File: config.mk
export PLATFORM = sky130hd
export DESIGN_NAME = upsc_top
export DESIGN_NICKNAME = d
export VERILOG_FILES = /design/src/upsc_pkg.sv /design/src/upsc_sync.sv /design/src/upsc_top.sv
export VERILOG_INCLUDE_DIRS = /design/src
export SDC_FILE = /design/constraint.sdc
export NUM_CORES = 1
export LEC_CHECK = 0
export BUFFER_PORTS_ARGS = -buffer_cell sky130_fd_sc_hd__buf_2
export CORE_ASPECT_RATIO = 0.9
export CORE_MARGIN = 5
export CORE_UTILIZATION = 51
export CTS_CLUSTER_SIZE = 8
export DETAILED_ROUTE_END_ITERATION = 10
export PLACE_DENSITY = 0.85
export SETUP_SLACK_MARGIN = 0.4
export SYNTH_ARGS = -nofsm -noshare
export SYNTH_HDL_FRONTEND = slang
export SYNTH_SLANG_ARGS = --single-unit
File: constraint.sdc
create_clock -name clk_sys -period 3.7 [get_ports clk_sys]
set_input_delay 1.11 -clock clk_sys [delete_from_list [all_inputs] [get_ports clk_sys]]
set_output_delay 1.11 -clock clk_sys [all_outputs]
set_load 0.05 [all_outputs]
File: src/upsc_defs.svh
`ifndef UPSC_DEFS_SVH
`define UPSC_DEFS_SVH
// Settle count after reset release, in clock cycles; straps latch two cycles after it is reached.
`define UPSC_STRAP_SETTLE   4'h8
// Strap vector bit positions.
`define UPSC_S_TXD   0
`define UPSC_S_TXC   1
`define UPSC_S_DTRB  2
`define UPSC_S_TXB   3
`define UPSC_S_CHAN_A_TERMINAL_READY_N  4
`define UPSC_S_TXA   5
`define UPSC_S_DTRC  6
`define UPSC_S_CHAN_A_REQUEST_TO_SEND_N  7
// Positions in the synchronised pin vector.
`define UPSC_P_STRAP_HI 13
`define UPSC_P_STRAP_LO 6
`define UPSC_P_SER      5
`define UPSC_P_IR       4
`define UPSC_P_MDM_HI   3
// Idle pad levels loaded into the synchronisers in reset: straps on
// their pull-ups, serial in high, infrared in low, modem inputs high.
`define UPSC_SYNC_IDLE  14'h3fef
// Configuration port pairs.
`define UPSC_IDX_HI  16'h002e
`define UPSC_DAT_HI  16'h002f
`define UPSC_IDX_LO  16'h004e
`define UPSC_DAT_LO  16'h004f
// Channel A default register values.
`define UPSC_EN_ON   8'h01
`define UPSC_BASE_A1 16'h03f8
`define UPSC_BASE_A2 16'h03e0
`define UPSC_IRQ_A   8'h03
`define UPSC_ZERO8   8'h00
`define UPSC_ZERO16  16'h0000
`endif

File: src/upsc_pkg.sv
`default_nettype none
package upsc_pkg;
  // Strap sampling sequence.
  typedef enum logic [1:0] {UPSC_WAIT, UPSC_LATCH, UPSC_RUN} upsc_state_t;
endpackage : upsc_pkg
`default_nettype wire

File: src/upsc_sync.sv
`default_nettype none
`include "upsc_defs.svh"
// ------------------------------------------------------------
// Two-stage synchroniser for a vector of pin inputs.
// ------------------------------------------------------------
module upsc_sync #(
  parameter int W = 8
) (
  input  wire logic         clk_sys,
  input  wire logic         reset,
  input  wire logic [W-1:0] async_in,
  input  wire logic [W-1:0] reset_val,
  output var  logic [W-1:0] sync_out
);
  logic [W-1:0] meta_r;  // First stage, read only by the second.

  // Each bit passes through two flip-flops; reset loads the idle level
  // so that no false pin activity shows right after reset.
  genvar i;
  generate
    for (i = 0; i < W; i++) begin : g_bit
      always_ff @(posedge clk_sys) begin
        if (reset) begin
          meta_r[i]   <= reset_val[i];
          sync_out[i] <= reset_val[i];
        end else begin
          meta_r[i]   <= async_in[i];
          sync_out[i] <= meta_r[i];
        end
      end
    end
  endgenerate
endmodule : upsc_sync
`default_nettype wire

File: src/upsc_top.sv
// Notes on behaviour
// - Serial out idles high, also in reset.
// - Infrared receive low means idle.
// - Infrared transmit low in reset, idle.
// - Sample transmit and ready straps at reset.
// - Software may overwrite strap defaults.
// - Modem inputs active low or general.
// - Modem outputs active low or general.
// - Watchdog output open drain, low only.
// - Request-to-send strap floats high.
// - Request strap picks configuration port pair.
// - Eight straps captured; two select channel A defaults.
`default_nettype none
`include "upsc_defs.svh"
module upsc_top
  import upsc_pkg::*;
(
  input  wire logic        clk_sys,
  input  wire logic        reset,
  // Strap-shared pins: level seen on the pad.
  input  wire logic [7:0]  strap_pins_in,
  // Serial engine side.
  input  wire logic        tx_bit,
  input  wire logic        tx_busy,
  input  wire logic        ir_bit,
  input  wire logic        ir_busy,
  input  wire logic        rts_val,
  input  wire logic        dtr_val,
  input  wire logic        wdt_fire,
  // Software writes to channel A defaults.
  input  wire logic        sw_wr_en,
  input  wire logic        sw_wr_base,
  input  wire logic        sw_wr_irq,
  input  wire logic [15:0] sw_wdata,
  // Pins.
  input  wire logic        chan_a_serial_in,
  input  wire logic        infrared_receive_in,
  input  wire logic        chan_a_clear_to_send_n,
  input  wire logic        chan_a_set_ready_n,
  input  wire logic        chan_a_carrier_detect_n,
  input  wire logic        chan_a_ring_indicator_n,
  output var  logic        chan_a_serial_out,
  output var  logic        chan_a_serial_out_oe,
  output var  logic        chan_a_request_to_send_n,
  output var  logic        chan_a_request_to_send_oe,
  output var  logic        chan_a_terminal_ready_n,
  output var  logic        chan_a_terminal_ready_oe,
  output var  logic        infrared_transmit_out,
  output var  logic        watchdog_timeout_out,
  output var  logic        watchdog_timeout_oe,
  // Results for the rest of the device.
  output var  logic [7:0]  strap_r,
  output var  logic        straps_done,
  output var  logic [15:0] cfg_index_port,
  output var  logic [15:0] cfg_data_port,
  output var  logic [7:0]  chan_a_enable_r,
  output var  logic [15:0] chan_a_base_r,
  output var  logic [7:0]  chan_a_irq_r,
  output var  logic [3:0]  modem_status,
  output var  logic        rx_line,
  output var  logic        ir_rx_line
);
  // ----------------------------------------------------------
  // Input synchronisers.
  // ----------------------------------------------------------
  logic [13:0] pins_async;  // Raw pad levels.
  logic [13:0] pins_sync;   // Levels after two flip-flops.
  assign pins_async = {strap_pins_in, chan_a_serial_in,
                       infrared_receive_in, chan_a_clear_to_send_n,
                       chan_a_set_ready_n, chan_a_carrier_detect_n,
                       chan_a_ring_indicator_n};

  upsc_sync #(.W(14)) u_sync (
    .clk_sys   (clk_sys),
    .reset     (reset),
    .async_in  (pins_async),
    .reset_val (`UPSC_SYNC_IDLE),
    .sync_out  (pins_sync)
  );

  // Modem status is passed active low, usable as general inputs.
  assign modem_status = pins_sync[`UPSC_P_MDM_HI:0];
  assign rx_line      = pins_sync[`UPSC_P_SER];  // High is idle
  assign ir_rx_line   = pins_sync[`UPSC_P_IR];   // Low is idle

  // Strap pad levels as they stand now, after the synchroniser.
  logic [7:0] strap_now;
  assign strap_now = pins_sync[`UPSC_P_STRAP_HI:`UPSC_P_STRAP_LO];

  // ----------------------------------------------------------
  // Strap sampling sequence.
  // ----------------------------------------------------------
  upsc_state_t state_r;       // Current phase.
  upsc_state_t state_nxt;     // Next phase.
  logic [3:0]  settle_r;      // Settle counter after reset.
  logic        settle_done;   // Settle time reached.

  assign settle_done = (settle_r == `UPSC_STRAP_SETTLE);

  // Phase selection.
  always_comb begin
    state_nxt = state_r;
    case (state_r)
      UPSC_WAIT: begin
        if (settle_done) begin
          state_nxt = UPSC_LATCH;
        end
      end
      UPSC_LATCH: begin
        state_nxt = UPSC_RUN;
      end
      UPSC_RUN: begin
        state_nxt = UPSC_RUN;  // Held until reset
      end
      default: begin
        state_nxt = UPSC_WAIT;
      end
    endcase
  end

  // Phase register and settle counter.
  always_ff @(posedge clk_sys) begin
    if (reset) begin
      state_r  <= UPSC_WAIT;
      settle_r <= 4'h0;
    end else begin
      state_r <= state_nxt;
      if (!settle_done) begin
        settle_r <= settle_r + 4'h1;
      end
    end
  end

  assign straps_done = (state_r == UPSC_RUN);

  // Strap capture once after reset release; pad pull-ups make
  // floating pins read high.
  always_ff @(posedge clk_sys) begin
    if (reset) begin
      strap_r <= 8'h00;
    end else if (state_r == UPSC_LATCH) begin
      strap_r <= strap_now;
    end
  end

  // ----------------------------------------------------------
  // Strap-derived results.
  // ----------------------------------------------------------
  // The defaults load in the same edge that captures strap_r, so they
  // read the live strap levels; strap_r would still hold reset zeros.
  logic a_tx_s;   // Primary base strap.
  logic a_dtr_s;  // Alternate base strap.
  assign a_tx_s  = strap_now[`UPSC_S_TXA];
  assign a_dtr_s = strap_now[`UPSC_S_CHAN_A_TERMINAL_READY_N];

  // Port pair from request strap
  assign cfg_index_port = strap_r[`UPSC_S_CHAN_A_REQUEST_TO_SEND_N] ? `UPSC_IDX_HI
                                                : `UPSC_IDX_LO;
  assign cfg_data_port  = strap_r[`UPSC_S_CHAN_A_REQUEST_TO_SEND_N] ? `UPSC_DAT_HI
                                                : `UPSC_DAT_LO;

  logic        a_any;      // Either channel A strap high.
  logic [15:0] a_base_d;   // Default base address.
  assign a_any    = a_tx_s | a_dtr_s;
  assign a_base_d = a_tx_s ? `UPSC_BASE_A1 :
                    a_dtr_s ? `UPSC_BASE_A2 : `UPSC_ZERO16;

  // Defaults load at capture, then software writes win.
  always_ff @(posedge clk_sys) begin
    if (reset) begin
      chan_a_enable_r <= `UPSC_ZERO8;
      chan_a_base_r   <= `UPSC_ZERO16;
      chan_a_irq_r    <= `UPSC_ZERO8;
    end else if (state_r == UPSC_LATCH) begin
      chan_a_enable_r <= a_any ? `UPSC_EN_ON : `UPSC_ZERO8;
      chan_a_base_r   <= a_base_d;
      chan_a_irq_r    <= a_any ? `UPSC_IRQ_A : `UPSC_ZERO8;
    end else if (straps_done) begin
      if (sw_wr_en) begin
        chan_a_enable_r <= sw_wdata[7:0];
      end
      if (sw_wr_base) begin
        chan_a_base_r <= sw_wdata;
      end
      if (sw_wr_irq) begin
        chan_a_irq_r <= sw_wdata[7:0];
      end
    end
  end

  // ----------------------------------------------------------
  // Output pins.
  // ----------------------------------------------------------
  // Serial and modem outputs released only after sampling.
  always_ff @(posedge clk_sys) begin
    if (reset) begin
      chan_a_serial_out        <= 1'b1;
      chan_a_request_to_send_n <= 1'b1;
      chan_a_terminal_ready_n  <= 1'b1;
      infrared_transmit_out    <= 1'b0;
      watchdog_timeout_oe      <= 1'b0;
    end else begin
      chan_a_serial_out <= (straps_done & tx_busy) ? tx_bit
                                                   : 1'b1;
      chan_a_request_to_send_n <= straps_done ? rts_val : 1'b1;
      chan_a_terminal_ready_n  <= straps_done ? dtr_val : 1'b1;
      infrared_transmit_out    <= ir_busy ? ir_bit : 1'b0;
      watchdog_timeout_oe      <= wdt_fire;
    end
  end

  // Strap pins float during sampling
  assign chan_a_serial_out_oe      = straps_done;
  assign chan_a_request_to_send_oe = straps_done;
  assign chan_a_terminal_ready_oe  = straps_done;
  assign watchdog_timeout_out      = 1'b0;

  // ----------------------------------------------------------
  // Checks.
  // ----------------------------------------------------------
  // Serial out returns high one cycle after the engine goes idle.
  AST_TX_IDLE: assert property (
    @(posedge clk_sys) disable iff (reset)
    !tx_busy |=> chan_a_serial_out)
    else $error("serial out not idle high");
  // Infrared out returns low one cycle after the engine goes idle.
  AST_IR_IDLE: assert property (
    @(posedge clk_sys) disable iff (reset)
    !ir_busy |=> !infrared_transmit_out)
    else $error("infrared out not idle low");
  // The open-drain pin only ever pulls low.
  AST_WDT_LOW: assert property (
    @(posedge clk_sys)
    watchdog_timeout_out == 1'b0)
    else $error("watchdog pin driven high");
  // A watchdog request turns the pull-down on in the next cycle.
  AST_WDT_DRIVE: assert property (
    @(posedge clk_sys) disable iff (reset)
    wdt_fire |=> watchdog_timeout_oe)
    else $error("watchdog pin not pulled low");
  // Captured straps never move until the next reset.
  AST_HOLD: assert property (
    @(posedge clk_sys) disable iff (reset)
    straps_done |=> $stable(strap_r))
    else $error("strap value changed");
  // No strap-shared pin is driven before sampling ends.
  AST_NO_DRIVE: assert property (
    @(posedge clk_sys) disable iff (reset)
    !straps_done |-> !chan_a_serial_out_oe && !chan_a_terminal_ready_oe &&
                     !chan_a_request_to_send_oe)
    else $error("strap pin driven early");
  // A high request strap selects the upper port pair.
  AST_PORT: assert property (
    @(posedge clk_sys) disable iff (reset)
    straps_done && strap_r[`UPSC_S_CHAN_A_REQUEST_TO_SEND_N] |->
      cfg_index_port == `UPSC_IDX_HI && cfg_data_port == `UPSC_DAT_HI)
    else $error("wrong index port");
  // A software base write lands in the next cycle.
  AST_SW_WR: assert property (
    @(posedge clk_sys) disable iff (reset)
    straps_done && sw_wr_base |=> chan_a_base_r == $past(sw_wdata))
    else $error("software write lost");
  // Sampling ends a fixed ten cycles after reset release.
  AST_DONE: assert property (
    @(posedge clk_sys)
    $fell(reset) |-> ##10 straps_done)
    else $error("strap sampling late");
  // The request pin follows the engine value one cycle later.
  AST_RTS: assert property (
    @(posedge clk_sys) disable iff (reset)
    straps_done |=> chan_a_request_to_send_n == $past(rts_val))
    else $error("request output wrong");
  COV_DONE: cover property (@(posedge clk_sys) $rose(straps_done));
  COV_LOWPORT: cover property (@(posedge clk_sys)
    straps_done && !strap_r[`UPSC_S_CHAN_A_REQUEST_TO_SEND_N]);
  COV_TX: cover property (@(posedge clk_sys) straps_done && tx_busy);
endmodule : upsc_top
`default_nettype wire

* After elaboration in Yosys (flattened, before gate mapping)
Index checks and enable logic that the tools add are counted. Widths: inputs -> output; s select.
Operators by class: add/sub/neg operators 1, multiply operators 0, div/mod/pow operators 0, $lt $le $gt $ge 0, equal/unequal tests 4, shifts and indexed selects 0, muxes and demuxes 17, bitwise gates (word level) 5, reductions and logical operators 12
Operators with widths (number):
- $mux 16 | 3
- $mux 8 | 6
- $mux 10 | 2
- $mux 7 | 2
- $reduce_bool 2->1 | 4
- $reduce_or 2->1 | 4
- $reduce_and 2->1 | 3
- $add 4x1->4 const B | 1
- $eq 4x4->1 const B | 1
- $mux 2 | 2
- $pmux 2 s2 | 1
- $not 1->1 | 3
- $eq 2x1->1 const B | 1
- $eq 2x2->1 const B | 1
- $logic_not 2->1 | 1
- $ne 2x2->1 const B | 1
- $and 1x1->1 | 1
- $mux 1 | 1
- $or 1x1->1 | 1
Storage, ports and cells: register bits 79, bits in latches 0, bits in writable memories 0, ROM bits 0, input bits 42, output and inout bits 88, logic and storage cells 78, memories 0

* Depth between registers and ports, before layout
depth in word-level cells 4, depth in mapped cells 6, gate-level depth less buffers 5

* By module
A second synthesis with hierarchy kept.
Second synthesis, totals: cell total of the unflattened synthesis 321, area total of the unflattened synthesis 3304.4 um2
Modules (own cells, without submodules):
- upsc_top | instances 1, cells an instance 262, area each 2302.2 um2, sequential area each 1021.0 um2
- upsc_sync | instances 1, cells an instance 59, area each 1002.2 um2, sequential area each 560.5 um2

* Worst setup path before layout
Ideal clock, no wire load.
path type register -> output, from register strap_r[7], to output port cfg_index_port[6], data arrival time 1335 ps, data required time 2590 ps, path slack 1255 ps, cell stages (with the launch flop) 3, path buffers 1, cell sequence dfxtp_1 -> inv_1 -> buf_4
Between the ends: word-level cells in the longest chain between the ends 1
RTL lines:
- start, declared | RTL line upsc_top.sv:52 | output var logic [7:0] strap_r,
- start signal, assigned | RTL line upsc_top.sv:142 | strap_r <= strap_now;
- $mux 7 (no source line)
- end, declared | RTL line upsc_top.sv:54 | output var logic [15:0] cfg_index_port,
Every way passes these cells.

* Worst setup path in the final report
from register state_r[0], to output port chan_a_serial_out_oe
Between the ends: word-level cells in the longest chain between the ends 1
RTL lines:
- start, declared | RTL line upsc_top.sv:93 | upsc_state_t state_r;
- start signal, assigned | RTL line upsc_top.sv:127 | state_r <= state_nxt;
- $eq 2x2->1 | RTL line upsc_top.sv:134 | assign straps_done = (state_r == UPSC_RUN);
- end, declared | RTL line upsc_top.sv:43 | output var logic chan_a_serial_out_oe,
Every way passes these cells.

==> results.md <==
- Status: finished, final reports clean
- Crit. Startpoint: state_r[0]$_SDFFE_PP0P_
- First-pass GRT wire length: 10400 microns
- Mean Syn Cell Area: 9.48 sq um
- Share of layout cells above drive strength 1: 36.9%
- Rows: 26
- Final ANT Viol Nets: 0
- DPL Wire Length: 4710 microns
- Clock latency on the worst-skew pair: 340 ps
- Hold Buf Count CTS: 0
- Initial antenna violation count: 0
- Distinct cells, synth: 29
- Number of global-route vias before repair: 2276
- Gpl congestion: 0.772
- Synth Instances: 325
- Post-CTS Setup Inserts: 0
- Clk root buf: clkbuf_8
- Finish-stage setup viols: 0
- Top cell type's share of synthesized area: 51.3%
- Fin Hold WS: 408 ps
- Clock sink total: 79
- Initial Util: 53.5%
- Setup ws final: 1290 ps
- Final instance area: 0.00364 sq mm
- Seq pwr share: 50.1%
- Multi-input gate area in the final layout: 0.00121 sq mm
- Kind of critical path: register to primary output
- Clock Path Buffers: 2
- Number of top-level pins: 130
- Hold path depth: 1
- Final Hold Vio Count: 0
- Final Skew: 6.05 ps
- TritonCTS clock tree: built
- Reg area: 0.00158 sq mm
- Seq/Total Area, Yosys: 51.3%
- Clk pwr share: 41.1%
- Die H: 83.7 microns
- Die Wd: 91.9 microns
- Fillers: 506
- Port Buf Inserts: 100
- Antenna cells: 0
- Pin count of the biggest net entering global routing: 66
- Vias: 2260
- Largest cells by area after synthesis: dfxtp_1, buf_4, or2_2, nand2_1, a21oi_1
- CP Data Arrival Time: 1300 ps
- Maxcap violations: 0
- Worst VDD drop: 303 uV
- TritonRoute pass-1 iters: 4
- Critical Path RT: 2590 ps
- Sw Share: 23.6%
- Setup WS pre-CTS: 1250 ps
- P_int: 1.34 mW
- Slew Viols, Final: 0
- DR WL/cell: 13.2 microns
- Slew HR: 33.7%
- PostCTS Resize Cnt: 0
- Via/cell ratio: 4.66
- # DRC: 0
- P per Cell Area: 482 mW/mm^2
- Area leader, netlist: dfxtp_1
- Static leakage: 1.62 nW
- Max frequency: 414 MHz
- RSZ-0062 raised after global routing: false
- Yosys warnings: 0
- Crit end category: primary output
- Crit path time final: 2410 ps
- Worst hold-check path type: register to register
- Setup TNS: 0 ps
- Yosys reg bits: 79
- Nets: 459
- Layout area overhead: 18.1%
- CTS H-Tree Depth: 3
- Startpoint Class: register
- Worst-margin pin slew: 995 ps
- Total grt overflow: 0
- Crit path max fanout: 5
- Worst r2r src: state_r[1]$_SDFFE_PP0P_
- Comb power frac: 8.9%
- Hold_sp: u_sync.meta_r[9]$_SDFF_PP1_
- Placed instance area: 0.00341 sq mm
- Clock Pin Slew Worst Setup and Hold Paths: 70 ps
- Core area: 0.00576 sq mm
- Total die area: 0.00770 sq mm
- WL final: 6380 microns
- Total CTS buffers: 9
- Post-route clock period utilization: 65.2%
- Post-synth design cell area: 0.00308 sq mm
- Initial DRC count: 82
- GRT Util Overall: 16.8%
- Net Sw Power: 0.414 mW
- R2R cell count: 5
[cells in the mapped netlist (all sizes together)]
cell type / instances
a211oi: 5
a21oi: 24
and2b: 3
and3b: 1
buf: 47
clkbuf: 6
conb: 2
dfxtp: 79
ha: 6
inv: 6
mux2i: 8
nand2: 41
nand2b: 2
nand3: 2
nand3b: 8
nor2: 22
nor2b: 11
nor3: 15
o21a: 4
o21ai: 4
or2: 26
xnor2: 2
xor2: 1
[cell families (layout without fill, tap and decap cells)]
family	Yosys count	count (layout)	synth area share [%]
AND/OR/NAND/NOR	131	131	22.0
AO/OA/AOI/OAI	37	37	7.84
buffers and inverters	59	122	12.7
adder cells (fa/ha/maj)	6	6	2.44
multiplexers	8	8	2.60
XOR/XNOR	3	3	0.853
other	2	29	0.244
flip-flops	79	79	51.3
[power by group through the flow]
stage | sequential, mW | combinational (mW) | clock, mW
floorplan | 0.906 | 0.138 | 0
global placement | 0.895 | 0.153 | 0
detailed placement | 0.897 | 0.155 | 0
CTS | 0.877 | 0.155 | 0.738
global route | 0.879 | 0.166 | 0.771
finish | 0.877 | 0.155 | 0.720
[layer usage]
metal / wire, microns / track usage (%) / vias up / share of wire, %
met1: 2430 / 17.8 / 1044 / 38
li1: - / - / 1140 / -
met5: 0 / 0 / - / 0
met3: 491 / 6.67 / 10 / 7.7
met2: 3360 / 29.4 / 66 / 53
met4: 96 / 6.88 / 0 / 1.5
[per-stage QoR]
step                      power [mW]  util (%)  std cells
after global placement          1.05      59.2        470
after global routing            1.82      63.2        485
after detailed placement        1.05      59.2        470
after floorplan                 1.04         -        352
final                           1.75      63.2        485
after CTS                       1.77      63.2        485
[critical path, stage by stage, from the launching register on]
cell and delay [ps]:
dfxtp_1 340, inv_1 110, ha_1 220, buf_2 290
[final timing paths]
check                                                      to  slack, ps
worst max-delay path                     chan_a_serial_out_oe       1290
worst min-delay path            u_sync.sync_out[9]$_SDFF_PP1_        410
worst max register to register  chan_a_base_r[6]$_SDFFE_PP0P_       1670
worst min register to register  u_sync.sync_out[9]$_SDFF_PP1_        410
[flip-flops by register name (all words and copies together), names as in the netlist, 2 cells and up]
signal           cells
chan_a_base_r       16
u_sync.sync_out     14
chan_a_irq_r         8
u_sync.meta_r       14
state_r              2
strap_r              8
chan_a_enable_r      8
settle_r             4
[placed cells by master, fill, tap and decap left out]
cell / netlist / routed
nor2b_1: 11 / 11
buf_4: 42 / 1
clkbuf_8: 0 / 12
buf_2: 4 / 100
nor2_1: 22 / 22
o21a_1: 3 / 3
mux2i_1: 8 / 8
or2_2: 26 / 26
xnor2_1: 2 / 2
a211oi_1: 2 / 2
conb_1: 2 / 29
nand3b_1: 8 / 8
o21ai_0: 1 / 1
a211oi_2: 3 / 3
nor3_1: 11 / 11
a21oi_1: 24 / 24
nand2_1: 41 / 41
ha_1: 6 / 6
xor2_1: 1 / 1
nand2b_1: 2 / 2
o21a_4: 1 / 1
and3b_1: 1 / 1
nor3_2: 4 / 4
and2b_1: 3 / 3
o21ai_2: 3 / 3
nand3_1: 2 / 2
dfxtp_1: 79 / 79
inv_1: 6 / 6
clkinv_2: 0 / 1
bufinv_16: 0 / 2
[cell type report]
cell class | instances | area share (%)
Clock buffer | 12 | 4.54
Clock inverter | 3 | 1.79
Inverter | 6 | 0.619
Multi-Input combinational cell | 214 | 33.2
Sequential cell | 79 | 43.5
Tap cell | 70 | 2.41
Timing Repair Buffer | 101 | 14.0
No activity file was read; power rests on OpenSTA's default activity.
